### src/hw/ext_bus_consts.svh
// Offsets, field positions, reset values and codes for the external bus
// control block. Included by the block's package users; definitions only.
`ifndef EXT_BUS_CONSTS_SVH
`define EXT_BUS_CONSTS_SVH

// APB register byte offsets
`define WSC_OFFSET        12'h000
`define GRS_OFFSET        12'h004
`define STAT_OFFSET       12'h008

// Wait-state register fields, low bit of each 3-bit count
`define WSC_LOW_PROG_LSB  0
`define WSC_HIGH_PROG_LSB 3
`define WSC_DATA_LSB      6
`define WSC_IO_LSB        9
`define WSC_USED_BITS     12
`define WSC_RESET         12'hFFF

// Global region size register
`define GRS_RESET         8'h00

// I/O port that reaches the wait-state register
`define WSC_IO_PORT       16'hFFFF

// Address bit splitting program space into halves
`define PROG_HALF_BIT     15

// Space codes on the core request port
`define SPACE_PROG        2'h0
`define SPACE_DATA        2'h1
`define SPACE_IO          2'h2

// Status register bit positions
`define STAT_BUSY         0
`define STAT_HOLD_ACK     1
`define STAT_READY        2
`define STAT_GLOBAL       3

`endif

### src/hw/ext_bus_pkg.sv
// Types shared by the external bus control block and its wait counter.
// Assumes the constants header is included by the design files.
package ext_bus_pkg;

  typedef enum {
    ST_IDLE,
    ST_ACCESS,
    ST_HOLD
  } bus_state_t;

  typedef logic [2:0] wait_cnt_t;

endpackage : ext_bus_pkg

### src/hw/wait_count_if.sv
// Carrier between the bus controller and its wait-state counter.
// Assumes both ends share one clock.
`timescale 1ns/1ps
interface wait_count_if;
  import ext_bus_pkg::*;

  logic      load;
  wait_cnt_t load_val;
  logic      expired;

  modport owner   (output load, output load_val, input expired);
  modport counter (input load, input load_val, output expired);

endinterface : wait_count_if

### src/hw/ext_bus_wait_state_control.sv
// External memory interface control: wait states, global region, hold.
// Assumes a core request port on i_sys_clk, external pins asynchronous
// to it, and an APB master for the configuration registers.
//
// The implementer's own choices: the address map and the APB slave port.
`timescale 1ns/1ps
`include "ext_bus_consts.svh"
module ext_bus_wait_state_control
  import ext_bus_pkg::*;
#(
  parameter int ADDR_W = 16,
  parameter int DATA_W = 16
)
(
  // Clock and reset
  input  wire logic              i_sys_clk,
  input  wire logic              i_sys_rst,
  // APB slave
  input  wire logic              i_psel,
  input  wire logic              i_penable,
  input  wire logic              i_pwrite,
  input  wire logic [11:0]       i_paddr,
  input  wire logic [31:0]       i_pwdata,
  output logic      [31:0]       o_prdata,
  output logic                   o_pready,
  output logic                   o_pslverr,
  // Core request port
  input  wire logic              i_core_req,
  input  wire logic [1:0]        i_core_space,
  input  wire logic [ADDR_W-1:0] i_core_addr,
  input  wire logic              i_core_we,
  input  wire logic [DATA_W-1:0] i_core_wdata,
  output logic                   o_core_ready,
  output logic                   o_core_done,
  output logic      [DATA_W-1:0] o_core_rdata,
  output logic                   o_core_hold,
  // External bus pins
  output logic      [ADDR_W-1:0] o_ext_addr,
  output logic                   o_ext_addr_oe,
  input  wire logic [DATA_W-1:0] i_ext_data,
  output logic      [DATA_W-1:0] o_ext_data,
  output logic                   o_ext_data_oe,
  output logic                   o_ext_strobe_n,
  output logic                   o_ext_read,
  output logic                   o_ext_prog_sel_n,
  output logic                   o_ext_data_sel_n,
  output logic                   o_ext_io_sel_n,
  output logic                   o_ext_ctrl_oe,
  input  wire logic              i_ready,
  input  wire logic              i_hold_n,
  output logic                   o_hold_acknowledge_n,
  output logic                   o_global_bus_request_n
);

  //----------------------------------------------------------------
  // Elaboration checks
  //----------------------------------------------------------------
  // The space split and the region decode assume a 64K word space
  if (ADDR_W != 16)
    $error("ADDR_W must be 16");
  if (DATA_W < `WSC_USED_BITS || DATA_W > 32)
    $error("DATA_W must be 12 to 32");

  //----------------------------------------------------------------
  // Functions
  //----------------------------------------------------------------
  function automatic wait_cnt_t sel_wait(
    input logic [1:0]                      space,
    input logic [ADDR_W-1:0]               addr,
    input logic [`WSC_USED_BITS-1:0]       wsc
  );
    wait_cnt_t w;
    w = 3'h0;
    case (space)
      `SPACE_PROG:
        if (!addr[`PROG_HALF_BIT])
          w = wsc[`WSC_LOW_PROG_LSB +: 3];
        else
          w = wsc[`WSC_HIGH_PROG_LSB +: 3];
      `SPACE_DATA: w = wsc[`WSC_DATA_LSB +: 3];
      `SPACE_IO:   w = wsc[`WSC_IO_LSB +: 3];
      default:     w = 3'h0;
    endcase
    return w;
  endfunction : sel_wait

  // Region is the top size*256 words of data space; zero means none
  function automatic logic in_global(
    input logic [ADDR_W-1:0] addr,
    input logic [7:0]        size
  );
    return (size != 8'h00) && (addr[15:8] > ~size);
  endfunction : in_global

  //----------------------------------------------------------------
  // Declarations
  //----------------------------------------------------------------
  logic [`WSC_USED_BITS-1:0] wsc_ff;
  logic [7:0]                grs_ff;
  logic                      ready_s1_ff;
  logic                      ready_s2_ff;
  logic                      hold_s1_ff;
  logic                      hold_s2_ff;
  logic [DATA_W-1:0]         data_s1_ff;
  logic [DATA_W-1:0]         data_s2_ff;
  bus_state_t                state_ff;
  bus_state_t                nxt_state;
  logic [ADDR_W-1:0]         addr_ff;
  logic [DATA_W-1:0]         wdata_ff;
  logic [1:0]                space_ff;
  logic                      we_ff;
  logic                      global_ff;
  logic                      done_ff;
  logic [DATA_W-1:0]         rdata_ff;
  logic [31:0]               prdata_ff;
  logic                      pslverr_ff;
  logic                      accept;
  logic                      port_write;
  logic                      acc_end;
  logic                      apb_setup;
  logic                      apb_wr;
  logic                      mapped;
  logic [31:0]               status;

  wait_count_if wc ();

  wait_counter u_wait_counter (
    .i_sys_clk (i_sys_clk),
    .i_sys_rst (i_sys_rst),
    .wc        (wc.counter)
  );

  //----------------------------------------------------------------
  // Pin synchronisers
  //----------------------------------------------------------------
  // Data is staged like READY so the capture lines up with it
  always_ff @(posedge i_sys_clk or posedge i_sys_rst)
  begin
    if (i_sys_rst)
    begin
      ready_s1_ff <= 1'b0;
      ready_s2_ff <= 1'b0;
      hold_s1_ff  <= 1'b1;
      hold_s2_ff  <= 1'b1;
      data_s1_ff  <= '0;
      data_s2_ff  <= '0;
    end
    else
    begin
      ready_s1_ff <= i_ready;
      ready_s2_ff <= ready_s1_ff;
      hold_s1_ff  <= i_hold_n;
      hold_s2_ff  <= hold_s1_ff;
      data_s1_ff  <= i_ext_data;
      data_s2_ff  <= data_s1_ff;
    end
  end

  //----------------------------------------------------------------
  // Core request decode
  //----------------------------------------------------------------
  // A pending hold blocks new requests so the bus can be released
  assign o_core_ready = (state_ff == ST_IDLE) && hold_s2_ff;
  assign accept       = i_core_req && o_core_ready;
  assign port_write   = accept && i_core_we &&
                        (i_core_space == `SPACE_IO) &&
                        (i_core_addr == `WSC_IO_PORT);
  // end only after count and READY
  assign acc_end      = (state_ff == ST_ACCESS) && wc.expired &&
                        ready_s2_ff;

  assign wc.load     = accept && !port_write;
  assign wc.load_val = sel_wait(i_core_space, i_core_addr, wsc_ff);

  //----------------------------------------------------------------
  // Bus state machine
  //----------------------------------------------------------------
  always_comb
  begin
    nxt_state = state_ff;
    case (state_ff)
      ST_IDLE:
        if (!hold_s2_ff)
          nxt_state = ST_HOLD;
        else if (wc.load)
          nxt_state = ST_ACCESS;
      ST_ACCESS:
        if (acc_end)
          nxt_state = ST_IDLE;
      ST_HOLD:
        if (hold_s2_ff)
          nxt_state = ST_IDLE;
      default:
        nxt_state = ST_IDLE;
    endcase
  end

  always_ff @(posedge i_sys_clk or posedge i_sys_rst)
  begin
    if (i_sys_rst)
      state_ff <= ST_IDLE;
    else
      state_ff <= nxt_state;
  end

  //----------------------------------------------------------------
  // Access latches
  //----------------------------------------------------------------
  always_ff @(posedge i_sys_clk or posedge i_sys_rst)
  begin
    if (i_sys_rst)
    begin
      addr_ff   <= '0;
      wdata_ff  <= '0;
      space_ff  <= `SPACE_PROG;
      we_ff     <= 1'b0;
      global_ff <= 1'b0;
    end
    else if (wc.load)
    begin
      addr_ff   <= i_core_addr;
      wdata_ff  <= i_core_wdata;
      space_ff  <= i_core_space;
      we_ff     <= i_core_we;
      global_ff <= (i_core_space == `SPACE_DATA) &&
                   in_global(i_core_addr, grs_ff);
    end
    else if (acc_end)
      global_ff <= 1'b0;
  end

  //----------------------------------------------------------------
  // Completion and read data
  //----------------------------------------------------------------
  always_ff @(posedge i_sys_clk or posedge i_sys_rst)
  begin
    if (i_sys_rst)
    begin
      done_ff  <= 1'b0;
      rdata_ff <= '0;
    end
    else
    begin
      done_ff <= port_write || acc_end;
      if (acc_end && !we_ff)
        rdata_ff <= data_s2_ff;
    end
  end

  assign o_core_done  = done_ff;
  assign o_core_rdata = rdata_ff;
  assign o_core_hold  = (state_ff == ST_HOLD);

  //----------------------------------------------------------------
  // External pins
  //----------------------------------------------------------------
  // float lines in hold
  assign o_ext_addr_oe    = (state_ff != ST_HOLD);
  assign o_ext_ctrl_oe    = (state_ff != ST_HOLD);
  assign o_ext_data_oe    = (state_ff == ST_ACCESS) && we_ff;
  assign o_ext_addr       = addr_ff;
  assign o_ext_data       = wdata_ff;
  assign o_ext_strobe_n   = (state_ff != ST_ACCESS);
  assign o_ext_read       = !we_ff;
  assign o_ext_prog_sel_n = !((state_ff == ST_ACCESS) &&
                              (space_ff == `SPACE_PROG));
  assign o_ext_data_sel_n = !((state_ff == ST_ACCESS) &&
                              (space_ff == `SPACE_DATA));
  assign o_ext_io_sel_n   = !((state_ff == ST_ACCESS) &&
                              (space_ff == `SPACE_IO));
  assign o_hold_acknowledge_n = (state_ff != ST_HOLD);
  assign o_global_bus_request_n = !((state_ff == ST_ACCESS) && global_ff);

  //----------------------------------------------------------------
  // APB registers
  //----------------------------------------------------------------
  // Zero-wait slave: read data is staged in the setup cycle
  assign apb_setup = i_psel && !i_penable;
  assign apb_wr    = i_psel && i_penable && i_pwrite && mapped;
  assign mapped    = (i_paddr == `WSC_OFFSET) ||
                     (i_paddr == `GRS_OFFSET) ||
                     (i_paddr == `STAT_OFFSET);
  assign o_pready  = 1'b1;
  assign o_prdata  = prdata_ff;
  assign o_pslverr = pslverr_ff;

  always_comb
  begin
    status                 = 32'h0000_0000;
    status[`STAT_BUSY]     = (state_ff == ST_ACCESS);
    status[`STAT_HOLD_ACK] = (state_ff == ST_HOLD);
    status[`STAT_READY]    = ready_s2_ff;
    status[`STAT_GLOBAL]   = !o_global_bus_request_n;
  end

  always_ff @(posedge i_sys_clk or posedge i_sys_rst)
  begin
    if (i_sys_rst)
    begin
      prdata_ff  <= 32'h0000_0000;
      pslverr_ff <= 1'b0;
    end
    else if (apb_setup)
    begin
      pslverr_ff <= !mapped;
      // Wait register is write-only and reads as zero
      if (i_paddr == `GRS_OFFSET)
        prdata_ff <= {24'h00_0000, grs_ff};
      else if (i_paddr == `STAT_OFFSET)
        prdata_ff <= status;
      else
        prdata_ff <= 32'h0000_0000;
    end
  end

  // Port write wins a same-cycle clash with an APB write
  always_ff @(posedge i_sys_clk or posedge i_sys_rst)
  begin
    if (i_sys_rst)
      wsc_ff <= `WSC_RESET;
    else if (port_write)
      wsc_ff <= i_core_wdata[`WSC_USED_BITS-1:0];
    else if (apb_wr && (i_paddr == `WSC_OFFSET))
      wsc_ff <= i_pwdata[`WSC_USED_BITS-1:0];
  end

  always_ff @(posedge i_sys_clk or posedge i_sys_rst)
  begin
    if (i_sys_rst)
      grs_ff <= `GRS_RESET;
    else if (apb_wr && (i_paddr == `GRS_OFFSET))
      grs_ff <= i_pwdata[7:0];
  end

endmodule : ext_bus_wait_state_control

### src/hw/wait_counter.sv
// Down counter of programmed wait states for one external access.
// Assumes the owner loads it in the cycle the access is accepted.
`timescale 1ns/1ps
module wait_counter
  import ext_bus_pkg::*;
(
  // Clock and reset
  input wire logic     i_sys_clk,
  input wire logic     i_sys_rst,
  // Load and expiry
  wait_count_if.counter wc
);

  wait_cnt_t cnt_ff;

  //----------------------------------------------------------------
  // Count
  //----------------------------------------------------------------
  // count machine cycles
  always_ff @(posedge i_sys_clk or posedge i_sys_rst)
  begin
    if (i_sys_rst)
      cnt_ff <= 3'h0;
    else if (wc.load)
      cnt_ff <= wc.load_val;
    else if (cnt_ff != 3'h0)
      cnt_ff <= cnt_ff - 3'h1;
  end

  // A load overrides a stale zero so a new access never sees it expired
  assign wc.expired = (cnt_ff == 3'h0) && !wc.load;

endmodule : wait_counter
### config.mk
export PLATFORM = sky130hd
export DESIGN_NAME = ext_bus_wait_state_control
export DESIGN_NICKNAME = d
export VERILOG_FILES = /design/src/hw/ext_bus_pkg.sv /design/src/hw/wait_count_if.sv /design/src/hw/ext_bus_wait_state_control.sv /design/src/hw/wait_counter.sv
export VERILOG_INCLUDE_DIRS = /design/src /design/src/hw
export SDC_FILE = /design/constraint.sdc
export NUM_CORES = 1
export LEC_CHECK = 0
export CAP_MARGIN = 5
export CORE_MARGIN = 4
export CORE_UTILIZATION = 36
export DETAILED_ROUTE_END_ITERATION = 6
export DONT_BUFFER_PORTS = 1
export GPL_ROUTABILITY_DRIVEN = 0
export SYNTH_ARGS = -nofsm -noshare
export SYNTH_HDL_FRONTEND = slang
export SYNTH_SLANG_ARGS = --single-unit
### constraint.sdc
create_clock -name i_sys_clk -period 5.4 [get_ports i_sys_clk]
set_input_delay 1.08 -clock i_sys_clk [delete_from_list [all_inputs] [get_ports i_sys_clk]]
set_output_delay 1.08 -clock i_sys_clk [all_outputs]
set_load 0.02 [all_outputs]
Word-level counts from Yosys, hierarchy flattened --
Cells that the tools add are included.
Storage, ports and cells: register bits after elaboration 177, bits of input ports 103, word-level logic and storage cells 100, output and inout bits 95
Operators by class: magnitude comparators 1, bitwise operators 1, add/sub/neg operators 1, reduce and logical (&&, ||, !) cells 47, equal/unequal tests 16, muxes and demuxes 15
Operators with widths (number):
- 32-bit two-way mux | 4
- 32-bit case mux with 3 select lines | 1
- 32-bit by 2-bit equality test with 1-bit output, second input constant | 2
- 32-bit logical NOT | 2
- 32-bit by 1-bit equality test with 1-bit output, second input constant | 1
- 32-bit by 3-bit equality test with 1-bit output, second input constant | 1
- 32-bit by 2-bit != test with 1-bit output, second input constant | 1
- 32-bit by 3-bit != test with 1-bit output, second input constant | 1
- 12-bit two-way mux | 2
- 1-bit logical AND | 23
- 16-bit equality test, second input constant | 1
- 12-bit by 3-bit equality test with 1-bit output, second input constant | 1
- 12-bit by 4-bit equality test with 1-bit output, second input constant | 1
- 12-bit logical NOT | 1
- 1-bit logical NOT | 9
- 3-bit two-way mux | 3
- 3-bit case mux with 3 select lines | 1
- 8-bit greater-than comparator | 1
- 8-bit two-way mux | 1
- 8-bit NOT | 1
- 8-bit nonzero test | 1
- 2-bit nonzero test | 3
- 2-bit by 1-bit equality test with 1-bit output, second input constant | 2
- 2-bit equality test, second input constant | 2
- other kinds (10) | 15

Logic depth before layout (Yosys ltp) --
word-level depth 14, gate-level depth with buffers 7, mapped depth without buffers 6

Modules after synthesis --
Synthesis repeated with hierarchy kept, for this count alone.
Unflattened totals: cells, all modules 392, area, all modules 5122.4 um^2
By module, submodules not included:
- ext_bus_wait_state_control | seq. area each 3020.4 um^2, area an instance 4917.2 um^2, cells each 370, times used 1
- wait_counter | seq. area each 75.1 um^2, area an instance 205.2 um^2, cells each 22, times used 1

Least setup slack after synthesis --
OpenSTA, ideal clock, no wires.
path type input to register, from in i_paddr[9], to reg wsc_ff[6], library setup time 0.085 ns, arrival time 2.903 ns, data required time 5.315 ns, path buffers 1, stages on the path 5, setup slack 2.412 ns, cell sequence or4_1 > nor4_2 > buf_4 > mux2_2 > mux2_1
Between the ends: cells in the longest elaborated chain, start to end 6, elaborated cells between the ends (all ways) 8, classes of those cells eq/ne (2); reduce/logical (6)
RTL lines:
- from (decl) | RTL line ext_bus_wait_state_control.sv:22 | input wire logic [11:0] i_paddr,
- 12-bit by 3-bit equality test with 1-bit output (no line) / 12-bit logical NOT (equally long branches)
- 1-bit logical OR (2 in a row) | RTL line ext_bus_wait_state_control.sv:280 | assign mapped = (i_paddr == `WSC_OFFSET) ||
- 1-bit logical AND | RTL line ext_bus_wait_state_control.sv:279 | assign apb_wr = i_psel && i_penable && i_pwrite && mapped;
- 1-bit logical AND (*) | RTL line ext_bus_wait_state_control.sv:323 | else if (apb_wr && (i_paddr == `WSC_OFFSET))
- 2-bit nonzero test (no line) (*)
- to (signal assigned) | RTL line ext_bus_wait_state_control.sv:320 | wsc_ff <= `WSC_RESET;
- to (signal assigned) | RTL line ext_bus_wait_state_control.sv:322 | wsc_ff <= i_core_wdata[`WSC_USED_BITS-1:0];
- to (signal assigned) | RTL line ext_bus_wait_state_control.sv:324 | wsc_ff <= i_pwdata[`WSC_USED_BITS-1:0];
- to (decl) | RTL line ext_bus_wait_state_control.sv:98 | logic [`WSC_USED_BITS-1:0] wsc_ff;
Every way passes the cells marked *; elsewhere a longest branch is shown, timed or not. A chain may end at the register's enable or synchronous reset.

Worst setup path after layout --
from reg state_ff[1], to out o_ext_prog_sel_n
Between the ends: cells in the longest elaborated chain, start to end 3
RTL lines:
- from (decl) | RTL line ext_bus_wait_state_control.sv:106 | bus_state_t state_ff;
- from (signal assigned) | RTL line ext_bus_wait_state_control.sv:203 | state_ff <= nxt_state;
- 32-bit by 2-bit equality test with 1-bit output | RTL line ext_bus_wait_state_control.sv:265 | assign o_ext_prog_sel_n = !((state_ff == ST_ACCESS) &&
- 1-bit logical AND | RTL line ext_bus_wait_state_control.sv:265
- 1-bit logical NOT | RTL line ext_bus_wait_state_control.sv:265
- to (decl) | RTL line ext_bus_wait_state_control.sv:45 | output logic o_ext_prog_sel_n,
No other way between the ends.

==> impl_metrics.yaml <==
status:
  status: "finished, final reports clean"
clock_network:
  htree_levels: 4
  cts_setup_buffers: 0
  cts_hold_buffers: 0
  clk_path_buf_depth: 2
  cts_tree: "built"
  cts_num_sinks: 123
  cts.reportedPaths.clkPinSlew_ns: 0.06
  numCtsBuffers: 17
  clock-root-buffer: "clkbuf_16"
  clk-insertion-delay-late_ns: 0.41
  cts_resized: 0
synth:
  synthArstFlopShare_pct: 100
  yosys_warnings: 0
  synth.distinct_cells: 43
  ys_seq_area_share_pct: 60.1
  synth-seq-cells: 123
  synthTopCellsByCount: "109 x dfrtp_1, 74 x mux2_2, 28 x buf_4, 23 x nand2_1, 15 x o21ai_0"
  synth_edf_count: 0
  yosys.area.top_type: "dfrtp_1"
  yosysMostFrequentCell: "dfrtp_1"
  syn_avg_cell_area_sq_um: 13.9
  ys_top_cells_by_area: "dfrtp_1 53%, mux2_2 16%, dfstp_2 7.1%"
  netlist_area_sq_mm: 0.00515
  synthCells: 371
  synthFlopType: "dfrtp_1"
  synthDominantCellAreaShare_pct: 53.0
place:
  hpwl_mm: 8.05
  place_ws_ns: 2.31
  io_buffers: 0
  place_area_sq_mm: 0.00522
timing:
  setup_violations: 0
  max_slew.worst_pin.slew_ns: 1.02
  holdWs_ns: 0.339
  timing.fmax_ghz: 0.310
  finalCritPeriodShare_pct: 59.7
  relSlewSlack_pct: 32.3
  finClkSkew_ns: 0.00845
  maxSlewViolCount: 0
  finalHoldViolCount: 0
  rsz0062_at_grt: "no"
  worst_slack_ns: 2.18
  period_minus_slack_ns: 3.22
  setup_tns_ns: 0
die:
  fp.coreArea_sq_mm: 0.0139
  start_util_pct: 37.0
  dieHeight_um: 128
  die-area_sq_mm: 0.0163
  rows: 43
  die_w_um: 128
  io_pins: 198
finish:
  finalNetCount: 488
  final_util_pct: 41.8
  regArea_sq_mm: 0.00310
  area_growth_pct: 13.1
  final_area_sq_mm: 0.00582
  multi_input_area_sq_mm: 0.00184
  nFillCells: 1322
  drive_above_1_share_pct: 35.1
grt:
  grt_pass1_vias: 2981
  antenna_found_initial: 1
  grt_usage_pct: 13.6
  grt_start_max_net_pins: 84
  gr-total-overflow: 0
  grt_pass1_wl_mm: 16.6
power:
  p_per_area_mw_per_mm2: 511
  power_leakage_uw: 0.00259
  irDropWorstVdd_v: 0.000223
detailed_routing:
  ant_nets: 0
  vias: 2804
  via_per_inst: 4.93
  drt_first_pass_iters: 4
  wire_per_inst_um: 19.0
  drc: 0
  drtIter0Drc: 95
  drt_wl_total_mm: 10.8
critical_path:
  slowest_stage: "nor2b_1"
  cp_data_arrival_time_ns: 2.14
  path_cells: "nor2b_1 -> inv_1 -> or3_1"
  required_ns: 4.32
  cp_num_buf_inv: 1
  worstSetupPathType: "reg2out"
  startpoint_type: "flop"
  endpoint_kind: "output port"
  max_stage_delay_ns: 0.54
  cp_max_fo: 7
  path_delay_family: "simple AND/OR/NAND/NOR gates"
job:
  cap_violations: 0
hold_path:
  worst_hold_path_type: "reg2reg"
-- routing by layer --
layer	global-route usage, %	vias up	routed length [um]
met4	5.62	0	133
met3	6.02	13	1140
met1	16.0	1408	4180
met2	21.8	126	5380
met5	0	-	0
li1	-	1257	-
-- logic make-up after synthesis --
family	synth area share [%]
compound gates	3.55
flops	60.1
fa+ha+maj	2.43
simple gates	7.39
mux	20.1
xor+xnor	0.170
other cells	0.146
buf+inv	6.12
-- cells in the final DEF (no fill, tap or decap), drive strengths merged, types with 3 or more instances in the layout --
cell type / n
a22oi: 6
buf: 3
bufinv: 3
clkbuf: 21
clkinv: 4
clkinvlp: 4
conb: 25
dfrtp: 109
dfstp: 14
ha: 10
inv: 9
mux2: 83
mux2i: 7
nand2: 23
nand2b: 7
nand4: 5
nor2: 6
nor4: 5
o21ai: 15
-- report_power, final --
part	switching [uW]	internal [uW]
Clock	400	747
Sequential	351	1130
Combinational	169	180
-- flip-flops by register name, summed over array words and instances (netlist names), 2 cells and up --
| register | flops |
|---|---|
| u_wait_counter.cnt_ff | 3 |
| data_s1_ff | 16 |
| state_ff | 2 |
| o_core_rdata | 16 |
| o_ext_data | 16 |
| data_s2_ff | 16 |
| space_ff | 2 |
| o_ext_addr | 16 |
| wsc_ff | 12 |
| o_prdata | 8 |
| grs_ff | 8 |
-- worst paths after layout --
check                                    to          start  slack (ns)  cells after the start
setup reg to reg              o_ext_data[7]     hold_s2_ff        2.36                      5
hold / removal                data_s2_ff[6]  data_s1_ff[6]        0.34                      0
setup / recovery           o_ext_prog_sel_n    state_ff[1]        2.18                      3
min in group asynchronous     data_s2_ff[8]      i_sys_rst        0.77                      1
hold reg to reg               data_s2_ff[6]  data_s1_ff[6]        0.34                      0
max in group asynchronous    data_s1_ff[14]      i_sys_rst        3.50                      2
-- cell type report --
type | instances | share of cell area (%)
flip-flops and latches | 123 | 53.2
multi-input cells | 221 | 31.5
clock buffers | 21 | 7.91
well taps | 180 | 3.87
clock inverters | 11 | 2.47
inverters | 9 | 0.623
repair buffers | 3 | 0.387
diodes | 1 | 0.0430
-- per-stage QoR --
stage / cells / total power, uW
finish: 569 / 2980
CTS: 568 / 3020
global route: 568 / 3120
global placement: 536 / 1830
floorplan: 394 / 1780
detailed placement: 536 / 1860
(Power assumes the default switching activity.)
